<file path="config.mk">
export PLATFORM = sky130hd
export DESIGN_NAME = mie_exec
export DESIGN_NICKNAME = d
export VERILOG_FILES = /design/src/inc/mie_pkg.sv /design/src/design/mie_exec.sv
export VERILOG_INCLUDE_DIRS = /design/src /design/src/inc
export SDC_FILE = /design/constraint.sdc
export NUM_CORES = 1
export LEC_CHECK = 0
export BUFFER_PORTS_ARGS = -buffer_cell sky130_fd_sc_hd__buf_2
export CORE_ASPECT_RATIO = 1.25
export CORE_UTILIZATION = 35
export DETAILED_ROUTE_END_ITERATION = 8
export GPL_TIMING_DRIVEN = 0
export PLACE_DENSITY = 0.48
export SLEW_MARGIN = 20
export SYNTH_ARGS = -nofsm -noshare
export SYNTH_HDL_FRONTEND = slang
export SYNTH_SLANG_ARGS = --single-unit
</file>
<file path="constraint.sdc">
create_clock -name clk -period 6.8 [get_ports clk]
set_clock_uncertainty 0.1 [all_clocks]
set_input_delay 0.34 -clock clk [delete_from_list [all_inputs] [get_ports clk]]
set_output_delay 0.34 -clock clk [all_outputs]
set_load 0.02 [all_outputs]
</file>
<file path="src/inc/mie_consts.svh">
// register offsets, reset values and timing counts of the instruction executor
// assumes a 32-bit apb slave with byte addresses in paddr[7:0]
`ifndef MIE_CONSTS_SVH
`define MIE_CONSTS_SVH
`define MIE_REG_CMD 8'h00
`define MIE_REG_ACC 8'h04
`define MIE_REG_FLAGS 8'h08
`define MIE_REG_PC 8'h0C
`define MIE_REG_STATUS 8'h10
`define MIE_REG_MEMADDR 8'h14
`define MIE_REG_MEMDATA 8'h18
`define MIE_REG_TARGET 8'h1C
`define MIE_REG_WAKE 8'h20
`define MIE_REG_STACKTOP 8'h24
`define MIE_FLAGS_RESET 6'h00
`define MIE_PCL_ADDR 8'h06
`define MIE_CLKS_PER_CYCLE 4
`define MIE_BUSY_ONE (`MIE_CLKS_PER_CYCLE * 1 - 1)
`define MIE_BUSY_TWO (`MIE_CLKS_PER_CYCLE * 2 - 1)
`define MIE_WDT_DIV 16
`endif

</file>
<file path="src/inc/mie_pkg.sv">
// types of the instruction executor: opcodes, flags, command word, states
// assumes nothing beyond a systemverilog compiler
package mie_pkg;
  typedef enum logic [4:0] {
    MIE_SUM_CARRY_TO_ACC = 5'h00,
    MIE_SUM_CARRY_TO_MEM = 5'h01,
    MIE_SUM_TO_ACC = 5'h02,
    MIE_SUM_IMM_TO_ACC = 5'h03,
    MIE_SUM_TO_MEM = 5'h04,
    MIE_CONJ_TO_ACC = 5'h05,
    MIE_CONJ_IMM_TO_ACC = 5'h06,
    MIE_CONJ_TO_MEM = 5'h07,
    MIE_SUBROUTINE_JUMP = 5'h08,
    MIE_CLEAR_MEM = 5'h09,
    MIE_CLEAR_BIT = 5'h0A,
    MIE_WATCHDOG_KICK = 5'h0B,
    MIE_PRECLEAR_FIRST = 5'h0C,
    MIE_PRECLEAR_SECOND = 5'h0D,
    MIE_INVERT_MEM = 5'h0E,
    MIE_INVERT_TO_ACC = 5'h0F,
    MIE_DECIMAL_ADJUST = 5'h10,
    MIE_MINUS_ONE_MEM = 5'h11,
    MIE_MINUS_ONE_TO_ACC = 5'h12,
    MIE_PLUS_ONE_MEM = 5'h13,
    MIE_POWER_DOWN = 5'h14
  } mie_op_t;

  typedef struct packed {
    logic watchdog_expiry_flag;
    logic sleep_entered_flag;
    logic signed_wrap_flag;
    logic result_null_flag;
    logic half_wrap_flag;
    logic high_bit_out_flag;
  } mie_flags_t;

  typedef struct packed {
    logic [7:0] imm;
    logic [7:0] maddr;
    logic [4:0] spare_hi;
    logic [2:0] bitsel;
    logic [2:0] spare_lo;
    mie_op_t op;
  } mie_cmd_t;

  typedef enum logic [1:0] {
    MIE_IDLE = 2'b01,
    MIE_RUN = 2'b10
  } mie_state_t;
endpackage

</file>
<file path="src/design/mie_exec.sv">
// instruction executor for a subset of an 8-bit core, reached over apb
// assumes an apb master on clk; one command register write starts one instruction
//
// Implementation choices: the APB register port and the address map.
`timescale 1ns/10ps
`include "mie_consts.svh"

module mie_exec import mie_pkg::*; #(
  parameter int PC_W = 16,
  parameter int MEM_AW = 6,
  parameter int STK_DEPTH = 8,
  parameter int WDT_W = 8,
  parameter int WDT_DIV = `MIE_WDT_DIV
) (
  input wire logic clk,
  input wire logic reset,
  input wire logic psel,
  input wire logic penable,
  input wire logic pwrite,
  input wire logic [7:0] paddr,
  input wire logic [31:0] pwdata,
  output logic [31:0] prdata,
  output logic pready,
  output logic pslverr,
  output logic clk_gate_off,
  output logic busy
);
  localparam int SP_W = $clog2(STK_DEPTH);

  if (PC_W < 9 || PC_W > 16 || MEM_AW < 4 || MEM_AW > 8 || WDT_W < 2 || WDT_W > 16 ||
      STK_DEPTH < 2 || (1 << SP_W) != STK_DEPTH || WDT_DIV < 2 || WDT_DIV > 65536) begin : g_chk
    $error("mie_exec: unsupported parameter values");
  end

  // ************************************************************
  // architectural state
  // ************************************************************
  logic [7:0] acc;
  mie_flags_t fl;
  logic [PC_W-1:0] pc;
  logic [PC_W-1:0] target;
  logic [7:0] mem_ptr;
  logic [7:0] mem [0:(1<<MEM_AW)-1];
  logic [PC_W-1:0] stk [0:STK_DEPTH-1];
  logic [SP_W-1:0] sp;
  logic pre1;
  logic pre2;
  logic halted;
  logic [WDT_W-1:0] wdt;
  logic [15:0] presc;
  mie_state_t state;
  logic [3:0] cnt;
  wire wdt_tick = ~halted & (presc == 16'(WDT_DIV - 1));
  wire wdt_ovf = wdt_tick & (&wdt);

  // ************************************************************
  // apb decode
  // ************************************************************
  wire setup = psel & ~penable;
  wire access = psel & penable;
  wire wr = access & pwrite;
  wire hit_cmd = paddr == `MIE_REG_CMD;
  wire hit_acc = paddr == `MIE_REG_ACC;
  wire hit_fl = paddr == `MIE_REG_FLAGS;
  wire hit_pc = paddr == `MIE_REG_PC;
  wire hit_st = paddr == `MIE_REG_STATUS;
  wire hit_ma = paddr == `MIE_REG_MEMADDR;
  wire hit_md = paddr == `MIE_REG_MEMDATA;
  wire hit_tg = paddr == `MIE_REG_TARGET;
  wire hit_wk = paddr == `MIE_REG_WAKE;
  wire hit_sk = paddr == `MIE_REG_STACKTOP;
  wire mapped = hit_cmd | hit_acc | hit_fl | hit_pc | hit_st | hit_ma | hit_md | hit_tg | hit_wk | hit_sk;
  wire idle = (state == MIE_IDLE) & ~halted;
  // software state writes other than wake are dropped unless idle, so a running instruction is never torn
  wire sw_wr = wr & idle;

  assign pready = 1'b1;
  assign pslverr = access & ~mapped;
  assign clk_gate_off = halted;
  assign busy = state == MIE_RUN;

  // ************************************************************
  // operand path
  // ************************************************************
  mie_cmd_t nc;
  assign nc = mie_cmd_t'(pwdata);
  wire [MEM_AW-1:0] ex_idx = nc.maddr[MEM_AW-1:0];
  wire [7:0] mem_rd = mem[ex_idx];
  wire imm_form = (nc.op == MIE_SUM_IMM_TO_ACC) | (nc.op == MIE_CONJ_IMM_TO_ACC);
  wire [7:0] opb = imm_form ? nc.imm : mem_rd;
  wire cin_use = (nc.op == MIE_SUM_CARRY_TO_ACC) | (nc.op == MIE_SUM_CARRY_TO_MEM);
  wire cin = cin_use & fl.high_bit_out_flag;
  wire [8:0] sum9 = {1'b0, acc} + {1'b0, opb} + {8'h00, cin};
  wire [4:0] half5 = {1'b0, acc[3:0]} + {1'b0, opb[3:0]} + {4'h0, cin};
  wire ovf = (acc[7] == opb[7]) & (sum9[7] != acc[7]);
  wire [7:0] conj = acc & opb;
  wire [7:0] inv = ~mem_rd;
  wire [7:0] dec8 = mem_rd - 8'h01;
  wire [7:0] inc8 = mem_rd + 8'h01;
  wire [7:0] clrbit = mem_rd & ~(8'h01 << nc.bitsel);

  mie_flags_t arith_fl;
  assign arith_fl.watchdog_expiry_flag = fl.watchdog_expiry_flag;
  assign arith_fl.sleep_entered_flag = fl.sleep_entered_flag;
  assign arith_fl.signed_wrap_flag = ovf;
  assign arith_fl.result_null_flag = sum9[7:0] == 8'h00;
  assign arith_fl.half_wrap_flag = half5[4];
  assign arith_fl.high_bit_out_flag = sum9[8];

  // decimal adjust: accumulator nibbles into the memory byte
  wire low_adj = (acc[3:0] > 4'h9) | fl.half_wrap_flag;
  wire [4:0] low5 = {1'b0, acc[3:0]} + (low_adj ? 5'h06 : 5'h00);
  wire low_nibble_adjust_out = low5[4];
  wire [4:0] hi5 = {1'b0, acc[7:4]} + {4'h0, low_nibble_adjust_out};
  wire hi_adj = (hi5 > 5'h09) | fl.high_bit_out_flag;
  wire [4:0] hi_res = hi_adj ? hi5 + 5'h06 : hi5;

  wire [PC_W-1:0] pc_inc = PC_W'(pc + 1'b1);

  // ************************************************************
  // instruction decode
  // ************************************************************
  logic op_ok;
  logic [7:0] next_acc;
  mie_flags_t next_fl;
  logic mem_we;
  logic [7:0] mem_wd;
  logic jump;
  logic next_pre1;
  logic next_pre2;
  logic wdt_clr;
  logic go_sleep;

  always_comb begin
    op_ok = 1'b1;
    next_acc = acc;
    next_fl = fl;
    mem_we = 1'b0;
    mem_wd = mem_rd;
    jump = 1'b0;
    next_pre1 = pre1;
    next_pre2 = pre2;
    wdt_clr = 1'b0;
    go_sleep = 1'b0;
    case (nc.op)
      MIE_SUM_CARRY_TO_ACC, MIE_SUM_TO_ACC, MIE_SUM_IMM_TO_ACC: begin
        next_acc = sum9[7:0];
        next_fl = arith_fl;
      end
      MIE_SUM_CARRY_TO_MEM, MIE_SUM_TO_MEM: begin
        mem_we = 1'b1;
        mem_wd = sum9[7:0];
        next_fl = arith_fl;
      end
      MIE_CONJ_TO_ACC, MIE_CONJ_IMM_TO_ACC: begin
        next_acc = conj;
        next_fl.result_null_flag = conj == 8'h00;
      end
      MIE_CONJ_TO_MEM: begin
        mem_we = 1'b1;
        mem_wd = conj;
        next_fl.result_null_flag = conj == 8'h00;
      end
      MIE_SUBROUTINE_JUMP: begin
        jump = 1'b1;
      end
      MIE_CLEAR_MEM: begin
        mem_we = 1'b1;
        mem_wd = 8'h00;
      end
      MIE_CLEAR_BIT: begin
        mem_we = 1'b1;
        mem_wd = clrbit;
      end
      MIE_WATCHDOG_KICK: begin
        wdt_clr = 1'b1;
        next_pre1 = 1'b0;
        next_pre2 = 1'b0;
        next_fl.sleep_entered_flag = 1'b0;
        next_fl.watchdog_expiry_flag = 1'b0;
      end
      MIE_PRECLEAR_FIRST, MIE_PRECLEAR_SECOND: begin
        // a lone preclear only records itself; the pair completes the clear
        if ((nc.op == MIE_PRECLEAR_FIRST) ? pre2 : pre1) begin
          wdt_clr = 1'b1;
          next_pre1 = 1'b0;
          next_pre2 = 1'b0;
          next_fl.sleep_entered_flag = 1'b0;
          next_fl.watchdog_expiry_flag = 1'b0;
        end else if (nc.op == MIE_PRECLEAR_FIRST) begin
          next_pre1 = 1'b1;
        end else begin
          next_pre2 = 1'b1;
        end
      end
      MIE_INVERT_MEM: begin
        mem_we = 1'b1;
        mem_wd = inv;
        next_fl.result_null_flag = inv == 8'h00;
      end
      MIE_INVERT_TO_ACC: begin
        next_acc = inv;
        next_fl.result_null_flag = inv == 8'h00;
      end
      MIE_DECIMAL_ADJUST: begin
        mem_we = 1'b1;
        mem_wd = {hi_res[3:0], low5[3:0]};
        next_fl.high_bit_out_flag = hi_adj ? 1'b1 : fl.high_bit_out_flag;
      end
      MIE_MINUS_ONE_MEM: begin
        mem_we = 1'b1;
        mem_wd = dec8;
        next_fl.result_null_flag = dec8 == 8'h00;
      end
      MIE_MINUS_ONE_TO_ACC: begin
        next_acc = dec8;
        next_fl.result_null_flag = dec8 == 8'h00;
      end
      MIE_PLUS_ONE_MEM: begin
        mem_we = 1'b1;
        mem_wd = inc8;
        next_fl.result_null_flag = inc8 == 8'h00;
      end
      MIE_POWER_DOWN: begin
        go_sleep = 1'b1;
        wdt_clr = 1'b1;
        next_fl.sleep_entered_flag = 1'b1;
        next_fl.watchdog_expiry_flag = 1'b0;
      end
      default: begin
        op_ok = 1'b0;
      end
    endcase
  end

  wire start = wr & hit_cmd & idle & op_ok;
  wire pcl_hit = mem_we & (nc.maddr == `MIE_PCL_ADDR);
  wire [PC_W-1:0] seq_pc = pcl_hit ? {pc_inc[PC_W-1:8], mem_wd} : pc_inc;
  wire [PC_W-1:0] next_pc = jump ? target : seq_pc;
  // call occupies two cycles, a pc low write one extra
  wire [3:0] busy_len = (jump | pcl_hit) ? 4'(`MIE_BUSY_TWO) : 4'(`MIE_BUSY_ONE);

  // ************************************************************
  // sequencer
  // ************************************************************
  always_ff @(posedge clk) begin
    if (reset) begin
      state <= MIE_IDLE;
      cnt <= 4'h0;
    end else begin
      case (state)
        MIE_IDLE: begin
          if (start) begin
            state <= MIE_RUN;
            cnt <= busy_len;
          end
        end
        MIE_RUN: begin
          cnt <= cnt - 4'h1;
          if (cnt == 4'h0) begin
            state <= MIE_IDLE;
          end
        end
        default: begin
          state <= MIE_IDLE;
          cnt <= 4'h0;
        end
      endcase
    end
  end

  // ************************************************************
  // registers
  // ************************************************************
  always_ff @(posedge clk) begin
    if (reset) begin
      acc <= 8'h00;
      pc <= '0;
      target <= '0;
      mem_ptr <= 8'h00;
    end else if (start) begin
      acc <= next_acc;
      pc <= next_pc;
    end else if (sw_wr) begin
      if (hit_acc) acc <= pwdata[7:0];
      if (hit_pc) pc <= pwdata[PC_W-1:0];
      if (hit_tg) target <= pwdata[PC_W-1:0];
      if (hit_ma) mem_ptr <= pwdata[7:0];
    end
  end

  // expiry set by the watchdog wins over any clear in the same cycle
  always_ff @(posedge clk) begin
    if (reset) begin
      fl <= mie_flags_t'(`MIE_FLAGS_RESET);
    end else begin
      if (start) begin
        fl <= next_fl;
      end else if (sw_wr & hit_fl) begin
        fl <= {fl.watchdog_expiry_flag, fl.sleep_entered_flag, pwdata[3:0]};
      end
      if (wdt_ovf) begin
        fl.watchdog_expiry_flag <= 1'b1;
      end
    end
  end

  always_ff @(posedge clk) begin
    if (reset) begin
      pre1 <= 1'b0;
      pre2 <= 1'b0;
      halted <= 1'b0;
    end else if (start) begin
      pre1 <= next_pre1;
      pre2 <= next_pre2;
      halted <= go_sleep;
    end else if (wr & hit_wk) begin
      halted <= 1'b0;
    end
  end

  // data memory has no reset: contents survive power down
  always_ff @(posedge clk) begin
    if (start & mem_we) begin
      mem[ex_idx] <= mem_wd;
    end else if (sw_wr & hit_md) begin
      mem[mem_ptr[MEM_AW-1:0]] <= pwdata[7:0];
    end
  end

  // return stack wraps silently when nested too deep
  always_ff @(posedge clk) begin
    if (reset) begin
      sp <= '0;
    end else if (start & jump) begin
      stk[sp] <= pc_inc;
      sp <= SP_W'(sp + 1'b1);
    end
  end

  // ************************************************************
  // watchdog, frozen while the clock is gated off
  // ************************************************************
  always_ff @(posedge clk) begin
    if (reset) begin
      presc <= 16'h0000;
      wdt <= '0;
    end else if (start & wdt_clr) begin
      presc <= 16'h0000;
      wdt <= '0;
    end else if (~halted) begin
      presc <= wdt_tick ? 16'h0000 : presc + 16'h0001;
      if (wdt_tick) wdt <= WDT_W'(wdt + 1'b1);
    end
  end

  // ************************************************************
  // read data, captured in the setup phase
  // ************************************************************
  wire [31:0] st_word = {16'h0000, 16'(wdt) << 8} | {28'h0000000, pre2, pre1, halted, busy};
  wire [31:0] rd_mux =
    hit_acc ? {24'h000000, acc} :
    hit_fl ? {26'h0000000, fl} :
    hit_pc ? 32'(pc) :
    hit_st ? st_word :
    hit_ma ? {24'h000000, mem_ptr} :
    hit_md ? {24'h000000, mem[mem_ptr[MEM_AW-1:0]]} :
    hit_tg ? 32'(target) :
    hit_sk ? 32'(stk[SP_W'(sp - 1'b1)]) :
    32'h00000000;

  always_ff @(posedge clk) begin
    if (reset) begin
      prdata <= 32'h00000000;
    end else if (setup & ~pwrite) begin
      prdata <= rd_mux;
    end
  end
endmodule

</file>
==> results.ini <==
[status]
outcome=finished, final reports clean

[clock_tree]
cts_tree=yes
clock_sinks=752
clk_path_buf_depth=3
cts_made_buffers=81
clk_pin_slew_ps=60
cts-root-buf=clkbuf_16
htreeDepth=3
insertion_delay_ps=670

[min_path]
hold_path_class=primary input to register
worstHoldPathCells=4

[synthesis]
synth_top_family_by_area=multiplexers
postSynthCellCount=2545
synth_compound_area_frac=0.0715
ys_ff_latch=752
synth-simple-area-share=0.0814
synth-main-ff-cell=edfxtp_1
synth_seq_area_share=0.576
netlist_area_sq_mm=0.0373
yosysWarnings=0
synth_edf_count=640
synth-xor-area-share=0.0141
syn_area_per_cell_sq_um=14.7
ys_types=78
async_flop_share=0
synthMuxAreaShare=0.217
synthAdderAreaFrac=0.0103

[drt]
drt_iter0_drc=3074
vias=25600
routed_wirelength_um=148000
drt_pass1_iterations=6
vias_per_cell=6.07
wl_per_cell_um=35.2
drcViolationCount=0
antenna_left=0

[final_layout]
fin_area_sq_mm=0.0428
drive_gt1_frac=0.242
area_delta_synth_final_pct=14.7
fin_nets=2804
final_cells=4212

[timing]
maxSlewHeadroom=0.172
setup_viol=0
hold_slack_ps=82.4
final_max_slew_viol_count=0
hold_viol_final=0
fin_crit_sh=0.983
period_needed_ps=6680
worst_slew_pin_slew_ps=1240
fin_tns_setup_ps=0
rsz0062_at_grt=no
fmax_mhz=150

[setup_path]
rr_worst_depth=23
crit_top_cell=buf_4
cpPeakStageDelay_ps=550
cp_cell_sequence=buf_4 -> buf_6 -> buf_4 -> buf_4 -> buf_4 -> buf_2 -> mux4_2 -> mux2i_1 -> o22ai_1 -> a31oi_1 -> o21ai_0 -> buf_2 -> inv_1 -> a21oi_1 -> ha_1 -> or3_1 -> o31a_1 -> xor2_1 -> nand2_1 -> nand3_1 -> o211ai_1 -> nand3_4 -> buf_12
crit_path_start_kind=primary input
worstSetupPathType=primary input to register
required_ps=7070
slowest_stage=buf_2
worstPathMaxFanout=33
crit_arrival_ps=6960
worst-path-buf-inv=9
cp-end-kind=register
crit_family=buffers and inverters
cp.depth=23

[place]
io_buffers=53
gp_congestion=0.988
place_area_sq_mm=0.0400
place_inst=4056
hpwlAfterDp_um=109000

[grt]
antenna_found_initial=5
gr-total-overflow=0
grt_pass1_wl_um=205000
grt_max_degree=65
first_global_vias=25400
grt_usage=0.276

[floorplan]
start_util=0.354
rows=133
ios=81
die_x_um=294
core_area_sq_mm=0.105
chipHeight_um=367
fp.dieArea_sq_mm=0.108

[power]
total_power_mw=10.5
irDropWorstVdd_uv=167
p_leak_nw=13.5
powerDensity_mw_per_mm2=246

[job]
drv_cap=0

[synth_stat cells (all sizes together), types with 38 or more instances]
cell | count | area share
clkbuf | 117 | 0.012
inv | 38 | 0.0038
nor2 | 209 | 0.021
edfxtp | 640 | 0.52
mux2i | 103 | 0.028
dfxtp | 112 | 0.060
buf | 83 | 0.014
a21oi | 92 | 0.012
mux4 | 308 | 0.19
o21ai | 73 | 0.0098
nand3 | 63 | 0.0085
nor3 | 40 | 0.0054
nand2 | 166 | 0.017
[path summary, 6_finish.rpt]
| kind | startpoint | end | slack (ps) |
|---|---|---|---|
| min | pwrite | clk_gate_off | 80 |
| max | pwdata[18] | mem[39][7] | 120 |
| min reg2reg | mem_ptr[7] | mem_ptr[7] | 360 |
| max reg2reg | mem[42][0] | mem[32][6] | 720 |
[registers in the layout, summed over array words and instances, names as in the netlist, named ones only]
register	flops
target	16
clk_gate_off	1
fl	4
stk	128
pre1	1
mem	512
wdt	8
sp	3
state	2
mem_ptr	8
pre2	1
cnt	4
pc	16
arith_fl	2
prdata	16
presc	16
acc	8
[layout make-up]
class / instances / area (sq um)
Tap cell: 1417 / 1770
Sequential cell: 752 / 21500
Clock buffer: 101 / 2210
Clock inverter: 46 / 423
Inverter: 40 / 150
Fill cell: 9675 / 62600
Timing Repair Buffer: 89 / 748
Multi-Input combinational cell: 1568 / 15000
Buffer: 198 / 1010
Antenna cell: 1 / 2.50
[power by group]
| group | switching, mW | total, mW | internal (mW) |
|---|---|---|---|
| Sequential | 0.00296 | 5.12 | 5.12 |
| Combinational | 0.645 | 0.931 | 0.286 |
| Clock | 1.93 | 4.47 | 2.54 |
[metal layers]
| layer | wire, um | share of wire | vias up | GRT usage |
|---|---|---|---|---|
| li1 | - | - | 10500 | - |
| met5 | 0 | 0 | - | 0 |
| met3 | 10100 | 0.068 | 304 | 0.0415 |
| met2 | 73600 | 0.50 | 1288 | 0.466 |
| met4 | 9050 | 0.061 | 0 | 0.152 |
| met1 | 55700 | 0.38 | 13500 | 0.336 |
[cells in the final DEF (no fill, tap or decap), types with 12 or more instances in the layout]
cell / n
xnor2_1: 31
nand4_1: 18
nor2_2: 30
dfxtp_1: 112
and3_1: 25
ha_1: 26
nand3_1: 62
o22ai_1: 17
mux2i_1: 103
clkinv_1: 16
a211oi_1: 15
a22oi_1: 34
xor2_1: 29
mux4_2: 308
conb_1: 17
a21oi_1: 90
o211ai_1: 14
nor3_1: 37
o21ai_0: 72
nor2_1: 173
clkbuf_2: 15
nand2_1: 166
clkbuf_1: 117
inv_1: 36
buf_2: 83
edfxtp_1: 640
and2_1: 12
nor2b_1: 27
clkbuf_16: 85
buf_4: 38
nand2b_1: 23
clkinv_2: 17
or2_2: 16
a31oi_1: 28
a221oi_1: 16
[worst min-delay path: stages]
cell and delay [ps]:
buf_2 110, nand3_1 110, o21ai_0 110, a21oi_1 150
[what timing repair did]
item,4_1_cts,5_1_grt
hold endpoints to repair,18,0
setup buffers,0,1
pin swaps,0,1
endpoints found under the setup margin,50,67
hold buffers,9,0
resized for setup,2,6
[metrics by stage]
step | worst slack, ps | util
final | 117 | 0.406
after global routing | 34.8 | 0.406
after CTS | 30.4 | 0.406
after detailed placement | -1050 | 0.380
after global placement | -3970 | 0.374
after floorplan | 509 | -
[logic make-up after synthesis]
group | count (synthesis)
AOI/OAI and AO/OA | 395
buffers and inverters | 240
adders and majority gates | 29
muxes | 421
and+or+nand+nor | 646
DFF | 752
other | 2
xor gates and xnor gates | 60
Note: power is estimated with default switching activity, not from simulation.
